[config.mk]
export PLATFORM = sky130hd
export DESIGN_NAME = temp_monitor_register_alarm
export DESIGN_NICKNAME = d
export VERILOG_FILES = /design/src/rtl/temp_monitor_pkg.sv /design/src/rtl/temp_monitor_register_alarm.sv
export SDC_FILE = /design/constraint.sdc
export NUM_CORES = 1
export LEC_CHECK = 0
export BUFFER_PORTS_ARGS = -buffer_cell sky130_fd_sc_hd__buf_4
export CAP_MARGIN = 20
export CORE_MARGIN = 2
export CORE_UTILIZATION = 50
export DETAILED_ROUTE_END_ITERATION = 8
export HOLD_SLACK_MARGIN = 0.03
export PLACE_DENSITY = 0.79
export REMOVE_ABC_BUFFERS = 1
export SLEW_MARGIN = 0
export SYNTH_ARGS = -nofsm -noshare
export SYNTH_HDL_FRONTEND = slang
export SYNTH_SLANG_ARGS = --single-unit
[constraint.sdc]
create_clock -name mclk -period 4.6 [get_ports mclk]
set_clock_uncertainty 0.1 [all_clocks]
set_input_delay 0.92 -clock mclk [delete_from_list [all_inputs] [get_ports mclk]]
set_output_delay 0.92 -clock mclk [all_outputs]
set_load 0.05 [all_outputs]
[src/rtl/temp_monitor_pkg.sv]
// Constants shared by the thermometer register and alarm block.
// Assumes a 20 MHz system clock and a byte-level serial slave in front.
package temp_monitor_pkg;

    // ****************************************
    // Read addresses
    // ****************************************
    localparam logic [7:0] RD_LOCAL_TEMP    = 8'h00;
    localparam logic [7:0] RD_REMOTE_TEMP   = 8'h01;
    localparam logic [7:0] RD_ALARM_FLAGS   = 8'h02;
    localparam logic [7:0] RD_SETUP         = 8'h03;
    localparam logic [7:0] RD_RATE          = 8'h04;
    localparam logic [7:0] RD_LOCAL_UPPER   = 8'h05;
    localparam logic [7:0] RD_LOCAL_LOWER   = 8'h06;
    localparam logic [7:0] RD_REMOTE_UPPER  = 8'h07;
    localparam logic [7:0] RD_REMOTE_LOWER  = 8'h08;
    localparam logic [7:0] RD_CORRECTION    = 8'h11;
    localparam logic [7:0] RD_MAKER_CODE    = 8'hfe;
    localparam logic [7:0] RD_REVISION      = 8'hff;

    // ****************************************
    // Write addresses
    // ****************************************
    localparam logic [7:0] WR_SETUP         = 8'h09;
    localparam logic [7:0] WR_RATE          = 8'h0a;
    localparam logic [7:0] WR_LOCAL_UPPER   = 8'h0b;
    localparam logic [7:0] WR_LOCAL_LOWER   = 8'h0c;
    localparam logic [7:0] WR_REMOTE_UPPER  = 8'h0d;
    localparam logic [7:0] WR_REMOTE_LOWER  = 8'h0e;
    localparam logic [7:0] WR_SINGLE_CONV   = 8'h0f;
    localparam logic [7:0] WR_CORRECTION    = 8'h11;

    // ****************************************
    // Reset values
    // ****************************************
    localparam logic [7:0] RST_TEMP         = 8'h80;
    localparam logic [7:0] RST_SETUP        = 8'h00;
    localparam logic [7:0] RST_RATE         = 8'h02;
    localparam logic [7:0] RST_UPPER        = 8'h7f;
    localparam logic [7:0] RST_LOWER        = 8'hc9;
    localparam logic [7:0] RST_CORRECTION   = 8'h00;
    localparam logic [7:0] RST_POINTER      = 8'h00;

    // ****************************************
    // Field positions
    // ****************************************
    localparam int BIT_BUSY          = 7;
    localparam int BIT_LOCAL_OVER    = 6;
    localparam int BIT_LOCAL_UNDER   = 5;
    localparam int BIT_REMOTE_OVER   = 4;
    localparam int BIT_REMOTE_UNDER  = 3;
    localparam int BIT_SENSOR_OPEN   = 2;
    localparam int BIT_SUPPRESS      = 7;
    localparam int BIT_STANDBY       = 6;
    localparam int RATE_MSB          = 2;
    localparam logic [2:0] RATE_FASTEST = 3'h7;

    // ****************************************
    // Timing
    // ****************************************
    localparam int CLK_HZ            = 20000000;
    localparam int FAST_PERIOD_MS    = 125;
    localparam int FAST_PERIOD_CYC   = (CLK_HZ / 1000) * FAST_PERIOD_MS;

    localparam logic [7:0] TEMP_MAX  = 8'h7f;

endpackage

[src/rtl/temp_monitor_register_alarm.sv]
// Register file, conversion scheduler and alarm latch of a two-channel thermometer.
// Assumes a serial slave delivering written bytes and read strobes on mclk,
// and a converter front end answering conv_start with conv_done and samples.
`timescale 1ns/100ps
`default_nettype none

// How it works
// Results are 8-bit twos complement, 1 C per LSB; samples clamp to 0..127 before correction.
// Both result registers reset to 0x80 until the first conversion writes them.
// Read and write addresses differ except correction at 11; wrong-direction reads give zero, writes change nothing.
// Host must not write addresses above 0x0F; the code also accepts writes to the correction register at 0x11.
// First byte of each write loads the pointer; it steers later write and reads.
// Host must load the pointer before reading.
// Result registers are updated by the converter only, read-only over the bus.
// Status bit 7 reads one while a conversion runs.
// Status bits 6..2: local over, local under, remote over, remote under, open.
// Limit flag sets when a result is above its high or below its low limit.
// Open flag sets while the remote diode is disconnected.
// Any flag sets the alarm latch; a set latch drives alarm_n low.
// Status read clears flags whose cause is gone; persisting causes stay set.
// Flags are sticky until status read or reset.
// Latch clears only on alert response read, with causes and flags gone.
// Setup bit 7 masks present and future alarms while set.
// Defaults: setup 00, rate 02, highs 7F, lows C9, correction 00.
// Setup, rate, limits read at 03..08, written at 09..0E; correction at 11.
// A write to 0F starts one conversion; data is discarded.
// Running at power-up converts at once; standby pin low stops periodic conversions, one-shots still write results.
// Revision register: upper nibble part type, lower nibble die revision.
// High check trips on strictly greater, low on strictly smaller.
// Setup bit 6 set halts periodic conversions; a write to 0F still converts and updates results.
// Rate bits 2..0 divide the conversion clock, 0 slowest, 7 fastest.
// The signed correction is added to every remote result before storing.
// Reserved reads give zero; reserved writes change nothing.
module temp_monitor_register_alarm
    import temp_monitor_pkg::*;
#(
    parameter int         BASE_CYCLES = FAST_PERIOD_CYC,
    parameter logic [7:0] MAKER_ID    = 8'h5a,  // Arbitrary value
    parameter logic [3:0] PART_TYPE   = 4'h6,   // Arbitrary value
    parameter logic [3:0] DIE_REV     = 4'h1    // Arbitrary value
) (
    input  wire logic       mclk,
    input  wire logic       srst,
    input  wire logic       wr_valid,
    input  wire logic       wr_first,
    input  wire logic [7:0] wr_data,
    input  wire logic       rd_strobe,
    output logic      [7:0] rd_data,
    input  wire logic       alert_ack,
    input  wire logic       standby_pin_n,
    output logic            conv_start,
    input  wire logic       conv_done,
    input  wire logic [7:0] local_sample,
    input  wire logic [7:0] remote_sample,
    input  wire logic       sensor_open,
    output logic            alarm_n
);

    // ****************************************
    // Registers
    // ****************************************
    logic [7:0]  local_temp_result;
    logic [7:0]  remote_temp_result;
    logic [7:0]  device_setup;
    logic [7:0]  sample_rate_select;
    logic [7:0]  local_upper_limit;
    logic [7:0]  local_lower_limit;
    logic [7:0]  remote_upper_limit;
    logic [7:0]  remote_lower_limit;
    logic [7:0]  remote_correction;
    logic [7:0]  register_pointer;
    logic        local_over_flag;
    logic        local_under_flag;
    logic        remote_over_flag;
    logic        remote_under_flag;
    logic        open_flag;
    logic        alarm_latch;
    logic        busy;
    logic        single_pending;
    logic        standby_pin_n_meta;
    logic        standby_pin_sync;
    logic [31:0] period_count;

    logic        alarm_suppress_bit;
    logic        running;
    logic        period_tick;
    logic        reg_write;
    logic        status_read;
    logic        cause_lo;
    logic        cause_lu;
    logic        cause_ro;
    logic        cause_ru;
    logic        any_cause;
    logic        any_flag;
    logic [31:0] period_len;
    logic [7:0]  local_clamped;
    logic [7:0]  remote_clamped;
    logic [8:0]  remote_sum;
    logic [7:0]  remote_corrected;
    logic [7:0]  next_rd_data;

    assign alarm_suppress_bit = device_setup[BIT_SUPPRESS];
    assign reg_write   = wr_valid && !wr_first;
    assign status_read = rd_strobe && (register_pointer == RD_ALARM_FLAGS);

    // ****************************************
    // Standby pin synchroniser
    // ****************************************
    always_ff @(posedge mclk) begin
        if (srst) begin
            standby_pin_n_meta        <= 1'b0;
            standby_pin_sync <= 1'b0;
        end else begin
            standby_pin_n_meta        <= standby_pin_n;
            standby_pin_sync <= standby_pin_n_meta;
        end
    end

    assign running = standby_pin_sync && !device_setup[BIT_STANDBY];

    // ****************************************
    // Pointer and writable registers
    // ****************************************
    always_ff @(posedge mclk) begin
        if (srst) begin
            register_pointer <= RST_POINTER;
        end else if (wr_valid && wr_first) begin
            register_pointer <= wr_data;
        end
    end

    always_ff @(posedge mclk) begin
        if (srst) begin
            device_setup       <= RST_SETUP;
            sample_rate_select <= RST_RATE;
            local_upper_limit  <= RST_UPPER;
            local_lower_limit  <= RST_LOWER;
            remote_upper_limit <= RST_UPPER;
            remote_lower_limit <= RST_LOWER;
            remote_correction  <= RST_CORRECTION;
        end else if (reg_write) begin
            // Only write addresses are decoded; read addresses fall through
            unique case (register_pointer)
                WR_SETUP:        device_setup       <= wr_data;
                WR_RATE:         sample_rate_select <= wr_data;
                WR_LOCAL_UPPER:  local_upper_limit  <= wr_data;
                WR_LOCAL_LOWER:  local_lower_limit  <= wr_data;
                WR_REMOTE_UPPER: remote_upper_limit <= wr_data;
                WR_REMOTE_LOWER: remote_lower_limit <= wr_data;
                WR_CORRECTION:   remote_correction  <= wr_data;
                default: begin
                end
            endcase
        end
    end

    // ****************************************
    // Conversion scheduling
    // ****************************************
    assign period_len = BASE_CYCLES << (RATE_FASTEST - sample_rate_select[RATE_MSB:0]);
    assign period_tick = running && (period_count == 32'h0);

    always_ff @(posedge mclk) begin
        if (srst) begin
            period_count <= 32'h0;
        end else if (!running) begin
            period_count <= 32'h0;
        end else if (period_tick || period_count >= period_len) begin
            period_count <= period_len - 32'h1;
        end else begin
            period_count <= period_count - 32'h1;
        end
    end

    always_ff @(posedge mclk) begin
        if (srst) begin
            single_pending <= 1'b0;
        end else if (reg_write && register_pointer == WR_SINGLE_CONV) begin
            single_pending <= 1'b1;
        end else if (conv_start) begin
            single_pending <= 1'b0;
        end
    end

    // One-shot requests arriving while busy wait for the running conversion to end; period ticks are dropped
    assign conv_start = !busy && (period_tick || single_pending);

    always_ff @(posedge mclk) begin
        if (srst) begin
            busy <= 1'b0;
        end else if (conv_start) begin
            busy <= 1'b1;
        end else if (conv_done) begin
            busy <= 1'b0;
        end
    end

    // ****************************************
    // Result capture
    // ****************************************
    // Negative samples are out of the measuring range and clamp to zero
    assign local_clamped  = local_sample[7]  ? 8'h00 : local_sample;
    assign remote_clamped = remote_sample[7] ? 8'h00 : remote_sample;
    assign remote_sum = {1'b0, remote_clamped} + {remote_correction[7], remote_correction};
    // Saturate instead of wrapping past the signed range
    assign remote_corrected = (remote_sum[8] != remote_sum[7]) ?
                              (remote_sum[8] ? 8'h80 : TEMP_MAX) : remote_sum[7:0];

    always_ff @(posedge mclk) begin
        if (srst) begin
            local_temp_result  <= RST_TEMP;
            remote_temp_result <= RST_TEMP;
        end else if (busy && conv_done) begin
            local_temp_result  <= local_clamped;
            remote_temp_result <= remote_corrected;
        end
    end

    // ****************************************
    // Limit flags and alarm latch
    // ****************************************
    assign cause_lo = $signed(local_temp_result)  > $signed(local_upper_limit);
    assign cause_lu = $signed(local_temp_result)  < $signed(local_lower_limit);
    assign cause_ro = $signed(remote_temp_result) > $signed(remote_upper_limit);
    assign cause_ru = $signed(remote_temp_result) < $signed(remote_lower_limit);
    assign any_cause = cause_lo || cause_lu || cause_ro || cause_ru || sensor_open;
    assign any_flag  = local_over_flag || local_under_flag || remote_over_flag ||
                       remote_under_flag || open_flag;

    // A present cause always wins over a clearing read
    always_ff @(posedge mclk) begin
        if (srst) begin
            local_over_flag   <= 1'b0;
            local_under_flag  <= 1'b0;
            remote_over_flag  <= 1'b0;
            remote_under_flag <= 1'b0;
            open_flag         <= 1'b0;
        end else begin
            local_over_flag   <= cause_lo    || (local_over_flag   && !status_read);
            local_under_flag  <= cause_lu    || (local_under_flag  && !status_read);
            remote_over_flag  <= cause_ro    || (remote_over_flag  && !status_read);
            remote_under_flag <= cause_ru    || (remote_under_flag && !status_read);
            open_flag         <= sensor_open || (open_flag         && !status_read);
        end
    end

    always_ff @(posedge mclk) begin
        if (srst) begin
            alarm_latch <= 1'b0;
        end else if (any_flag) begin
            alarm_latch <= 1'b1;
        end else if (alert_ack && !any_cause) begin
            alarm_latch <= 1'b0;
        end
    end

    always_ff @(posedge mclk) begin
        if (srst) begin
            alarm_n <= 1'b1;
        end else begin
            alarm_n <= !(alarm_latch && !alarm_suppress_bit);
        end
    end

    // ****************************************
    // Read path
    // ****************************************
    always_comb begin
        unique case (register_pointer)
            RD_LOCAL_TEMP:   next_rd_data = local_temp_result;
            RD_REMOTE_TEMP:  next_rd_data = remote_temp_result;
            RD_ALARM_FLAGS:  next_rd_data = {busy, local_over_flag, local_under_flag,
                                             remote_over_flag, remote_under_flag,
                                             open_flag, 2'b00};
            RD_SETUP:        next_rd_data = device_setup;
            RD_RATE:         next_rd_data = sample_rate_select;
            RD_LOCAL_UPPER:  next_rd_data = local_upper_limit;
            RD_LOCAL_LOWER:  next_rd_data = local_lower_limit;
            RD_REMOTE_UPPER: next_rd_data = remote_upper_limit;
            RD_REMOTE_LOWER: next_rd_data = remote_lower_limit;
            RD_CORRECTION:   next_rd_data = remote_correction;
            RD_MAKER_CODE:   next_rd_data = MAKER_ID;
            RD_REVISION:     next_rd_data = {PART_TYPE, DIE_REV};
            default:         next_rd_data = 8'h00;
        endcase
    end

    always_ff @(posedge mclk) begin
        if (srst) begin
            rd_data <= 8'h00;
        end else if (rd_strobe) begin
            rd_data <= next_rd_data;
        end
    end

endmodule

`default_nettype wire

==> results.json <==
{
  "grt-ovfl-total": 0,
  "antenna_found_initial": 0,
  "worstSkewPairLatency_ns": 0.43,
  "root_buffer": "clkbuf_16",
  "p_per_area_mw_per_mm2": 303,
  "yosysTopAreaCell": "dfxtp_1",
  "maxCapViolCount": 0,
  "rr_endpoint": "period_count[18]$_SDFF_PP0_",
  "timing.hold.ws_ns": 0.281,
  "p_sw_mw": 0.708,
  "worstPathRequired_ns": 4.83,
  "cp-start-kind": "flip-flop",
  "syn_to_final_growth_pct": 13.9,
  "rows": 46,
  "rsz0062_at_grt": "no",
  "drtAntennaViolNets": 0,
  "gp_congestion": 0.961,
  "drtPass1Iterations": 5,
  "fin_setup_tns_ns": 0,
  "grt_pass1_wl_um": 34100,
  "cts-buffers-inserted": 17,
  "coreArea_mm2": 0.0157,
  "slew_violations": 0,
  "grt_usage_pct": 26.0,
  "crit_path_end_kind": "flip-flop",
  "io_pins": 43,
  "cts_hold_repair.buffers": 0,
  "antenna_cells": 0,
  "layout.nets": 1061,
  "drt_iter0_markers": 786,
  "syn_inst": 922,
  "drt_drc_violations_left": 0,
  "clock_sinks": 131,
  "ff2ff_setup_slack_ns": 0.25,
  "grt_max_degree": 88,
  "start_util_pct": 50.4,
  "setup_viol": 0,
  "hold_violations": 0,
  "instances_no_fill": 1186,
  "totalWireLength_um": 21200,
  "peakVddDrop_mv": 0.253,
  "die_x_um": 130,
  "min-delay-start": "alarm_latch$_SDFFE_PP0P_",
  "netlist_area_mm2": 0.00792,
  "async_reset_ff_share_pct": 0,
  "reg2reg_depth": 17,
  "synth_edf_count": 0,
  "worstMarginPinSlew_ns": 1.06,
  "p_leak_nw": 3.86,
  "port_buffers": 42,
  "intPower_mw": 2.03,
  "syn-mean-instance-area_um2": 8.59,
  "drive_gt1_share_pct": 13.6,
  "viasPerCell": 5.97,
  "tritoncts": "yes",
  "cts_max_level": 4,
  "status": "completed",
  "path_clk_slew_ns": 0.06,
  "critPathMaxFanout": 7,
  "dieArea_mm2": 0.0169,
  "r2r-start": "sample_rate_select[0]$_SDFFE_PP0P_",
  "die_h_um": 130,
  "netlist-cell-type-count": 71,
  "hp-class": "flip-flop to flip-flop",
  "fin_util_pct": 57.4,
  "dp_cells": 1155,
  "wl_per_cell_um": 17.9,
  "hpwlAfterDp_um": 15200,
  "post-route-min-period_ns": 4.35,
  "path_class": "flip-flop to flip-flop",
  "ys_top_cells_by_area": "dfxtp_1, ha_1, nor2_1",
  "clkPwrFrac_pct": 47.2,
  "crit_arrival_ns": 4.58,
  "ys.flop_type": "dfxtp_1",
  "ys_ff_latch": 131,
  "pwr-share-seq_pct": 42.7,
  "yosys_warnings": 0,
  "synth_top_area_share_pct": 33.1,
  "switching_share_pct": 25.9,
  "fmax_mhz": 230,
  "grt_pass1_vias": 6776,
  "hold_depth": 1,
  "cts_buffer_depth": 2,
  "fin_crit_sh_pct": 94.5,
  "max_slew_margin_pct": 28.9,
  "via_count": 7085,
  "hold_end": "alarm_n$_SDFF_PP1_",
  "ys_seq_area_share_pct": 33.1,
  "p_comb_share_pct": 10.1
}
[repair_timing]
action | CTS | global route
setup endpoints to repair | 0 | 7
resized for setup | 0 | 5
buffers inserted | 0 | 0
[placed cells by master (no fill, tap or decap), drive strengths merged, types with 16 or more instances in the layout]
master	n
dfxtp	131
nor2	123
a21oi	74
ha	69
buf	58
inv	55
nand2	52
o21ai	28
nand3	28
nor2b	27
a211oi	27
mux2i	26
a211o	25
nor3	20
clkbuf	19
xnor2	17
xor2	16
[power groups by stage]
stage	clock network [mW]	registers [mW]	logic, mW
after CTS	1.30	1.17	0.270
after global placement	0	1.19	0.264
final	1.29	1.17	0.276
after detailed placement	0	1.19	0.267
after floorplan	0	1.20	0.156
after global routing	1.36	1.17	0.300
[area by class of cell]
| cell class | count | area [um^2] |
|---|---|---|
| inverter | 53 | 199 |
| multi-input combinational | 697 | 4940 |
| tap | 216 | 270 |
| sequential | 131 | 2620 |
| fill | 1363 | 6690 |
| timing repair buffer | 58 | 435 |
| clock buffer | 19 | 453 |
| clock inverter | 12 | 106 |
[Yosys cell counts, drive strengths merged, types with 5 or more instances]
master	instances
a211o	25
a211oi	27
a21o	7
a21oi	74
a221o	7
a221oi	7
a22o	8
a31oi	5
and2	5
buf	11
clkbuf	31
dfxtp	131
ha	69
inv	53
mux2i	26
mux4	11
nand2	52
nand2b	13
nand3	28
nand4	6
nor2	123
nor2b	27
nor3	20
nor3b	6
nor4	12
o21a	8
o21ai	28
or2	8
or3	7
or4	7
xnor2	17
xor2	16
[through the flow]
stage	worst slack (ns)	area, um^2	power (mW)
2_1_floorplan	0.220	7740	1.36
3_3_place_gp	0.259	8440	1.46
3_5_place_dp	0.113	8440	1.46
4_1_cts	0.0639	9000	2.74
5_1_grt	0.0310	9020	2.83
6_report	0.252	9020	2.74
[worst max-delay path, cell delays in order, from the launching register on]
cell and delay, ns:
dfxtp_1 0.32, inv_1 0.08, ha_1 0.40, or2_2 0.35, ha_1 0.31, nand3_1 0.10
or3_1 0.43, a21oi_1 0.20, or4_1 0.20, nor2_2 0.08, nand2_1 0.09, ha_2 0.24
nand3_2 0.14, or4_4 0.57, nor3_1 0.22, xor2_1 0.18, nor2_1 0.05, a211oi_1 0.19
[cell families after synthesis]
logic type | Yosys count | synth area share [%]
AOI/OAI and AO/OA | 221 | 18.8
buffers and inverters | 95 | 4.91
xor gates and xnor gates | 33 | 3.65
and+or+nand+nor | 332 | 21.6
adders and majority gates | 70 | 11.1
other | 1 | 0.0473
DFF | 131 | 33.1
muxes | 39 | 6.74
[sequential cells by signal, summed over array words and instances (netlist names), 8 cells and up]
| register | cells |
|---|---|
| remote_lower_limit | 8 |
| local_temp_result | 8 |
| period_count | 32 |
| local_upper_limit | 8 |
| remote_temp_result | 8 |
| remote_correction | 8 |
| device_setup | 8 |
| local_lower_limit | 8 |
| register_pointer | 8 |
| remote_upper_limit | 8 |
| rd_data | 8 |
| sample_rate_select | 8 |
[how the worst max path moves through the flow]
stage	from	endpoint	slack, ns	depth (start not counted)
finish	sample_rate_select[0]$_SDFFE_PP0P_	period_count[18]$_SDFF_PP0_	0.25	17
global route	sample_rate_select[0]$_SDFFE_PP0P_	period_count[26]$_SDFF_PP0_	0.03	17
CTS	sample_rate_select[0]$_SDFFE_PP0P_	period_count[18]$_SDFF_PP0_	0.06	16
detailed placement	sample_rate_select[0]$_SDFFE_PP0P_	period_count[18]$_SDFF_PP0_	0.11	16
global placement	sample_rate_select[0]$_SDFFE_PP0P_	period_count[26]$_SDFF_PP0_	0.26	16
floorplan	sample_rate_select[1]$_SDFFE_PP1P_	period_count[26]$_SDFF_PP0_	0.22	16
[layer usage]
layer  wire, um  GRT usage (%)  vias to the layer above
met3       1380           5.45                       62
met2      10200           43.6                      315
met4        839           11.7                        0
li1           -              -                     3394
met1       8750           32.1                     3314
met5          0              0                        -
Power figures use the tool's default switching activity.
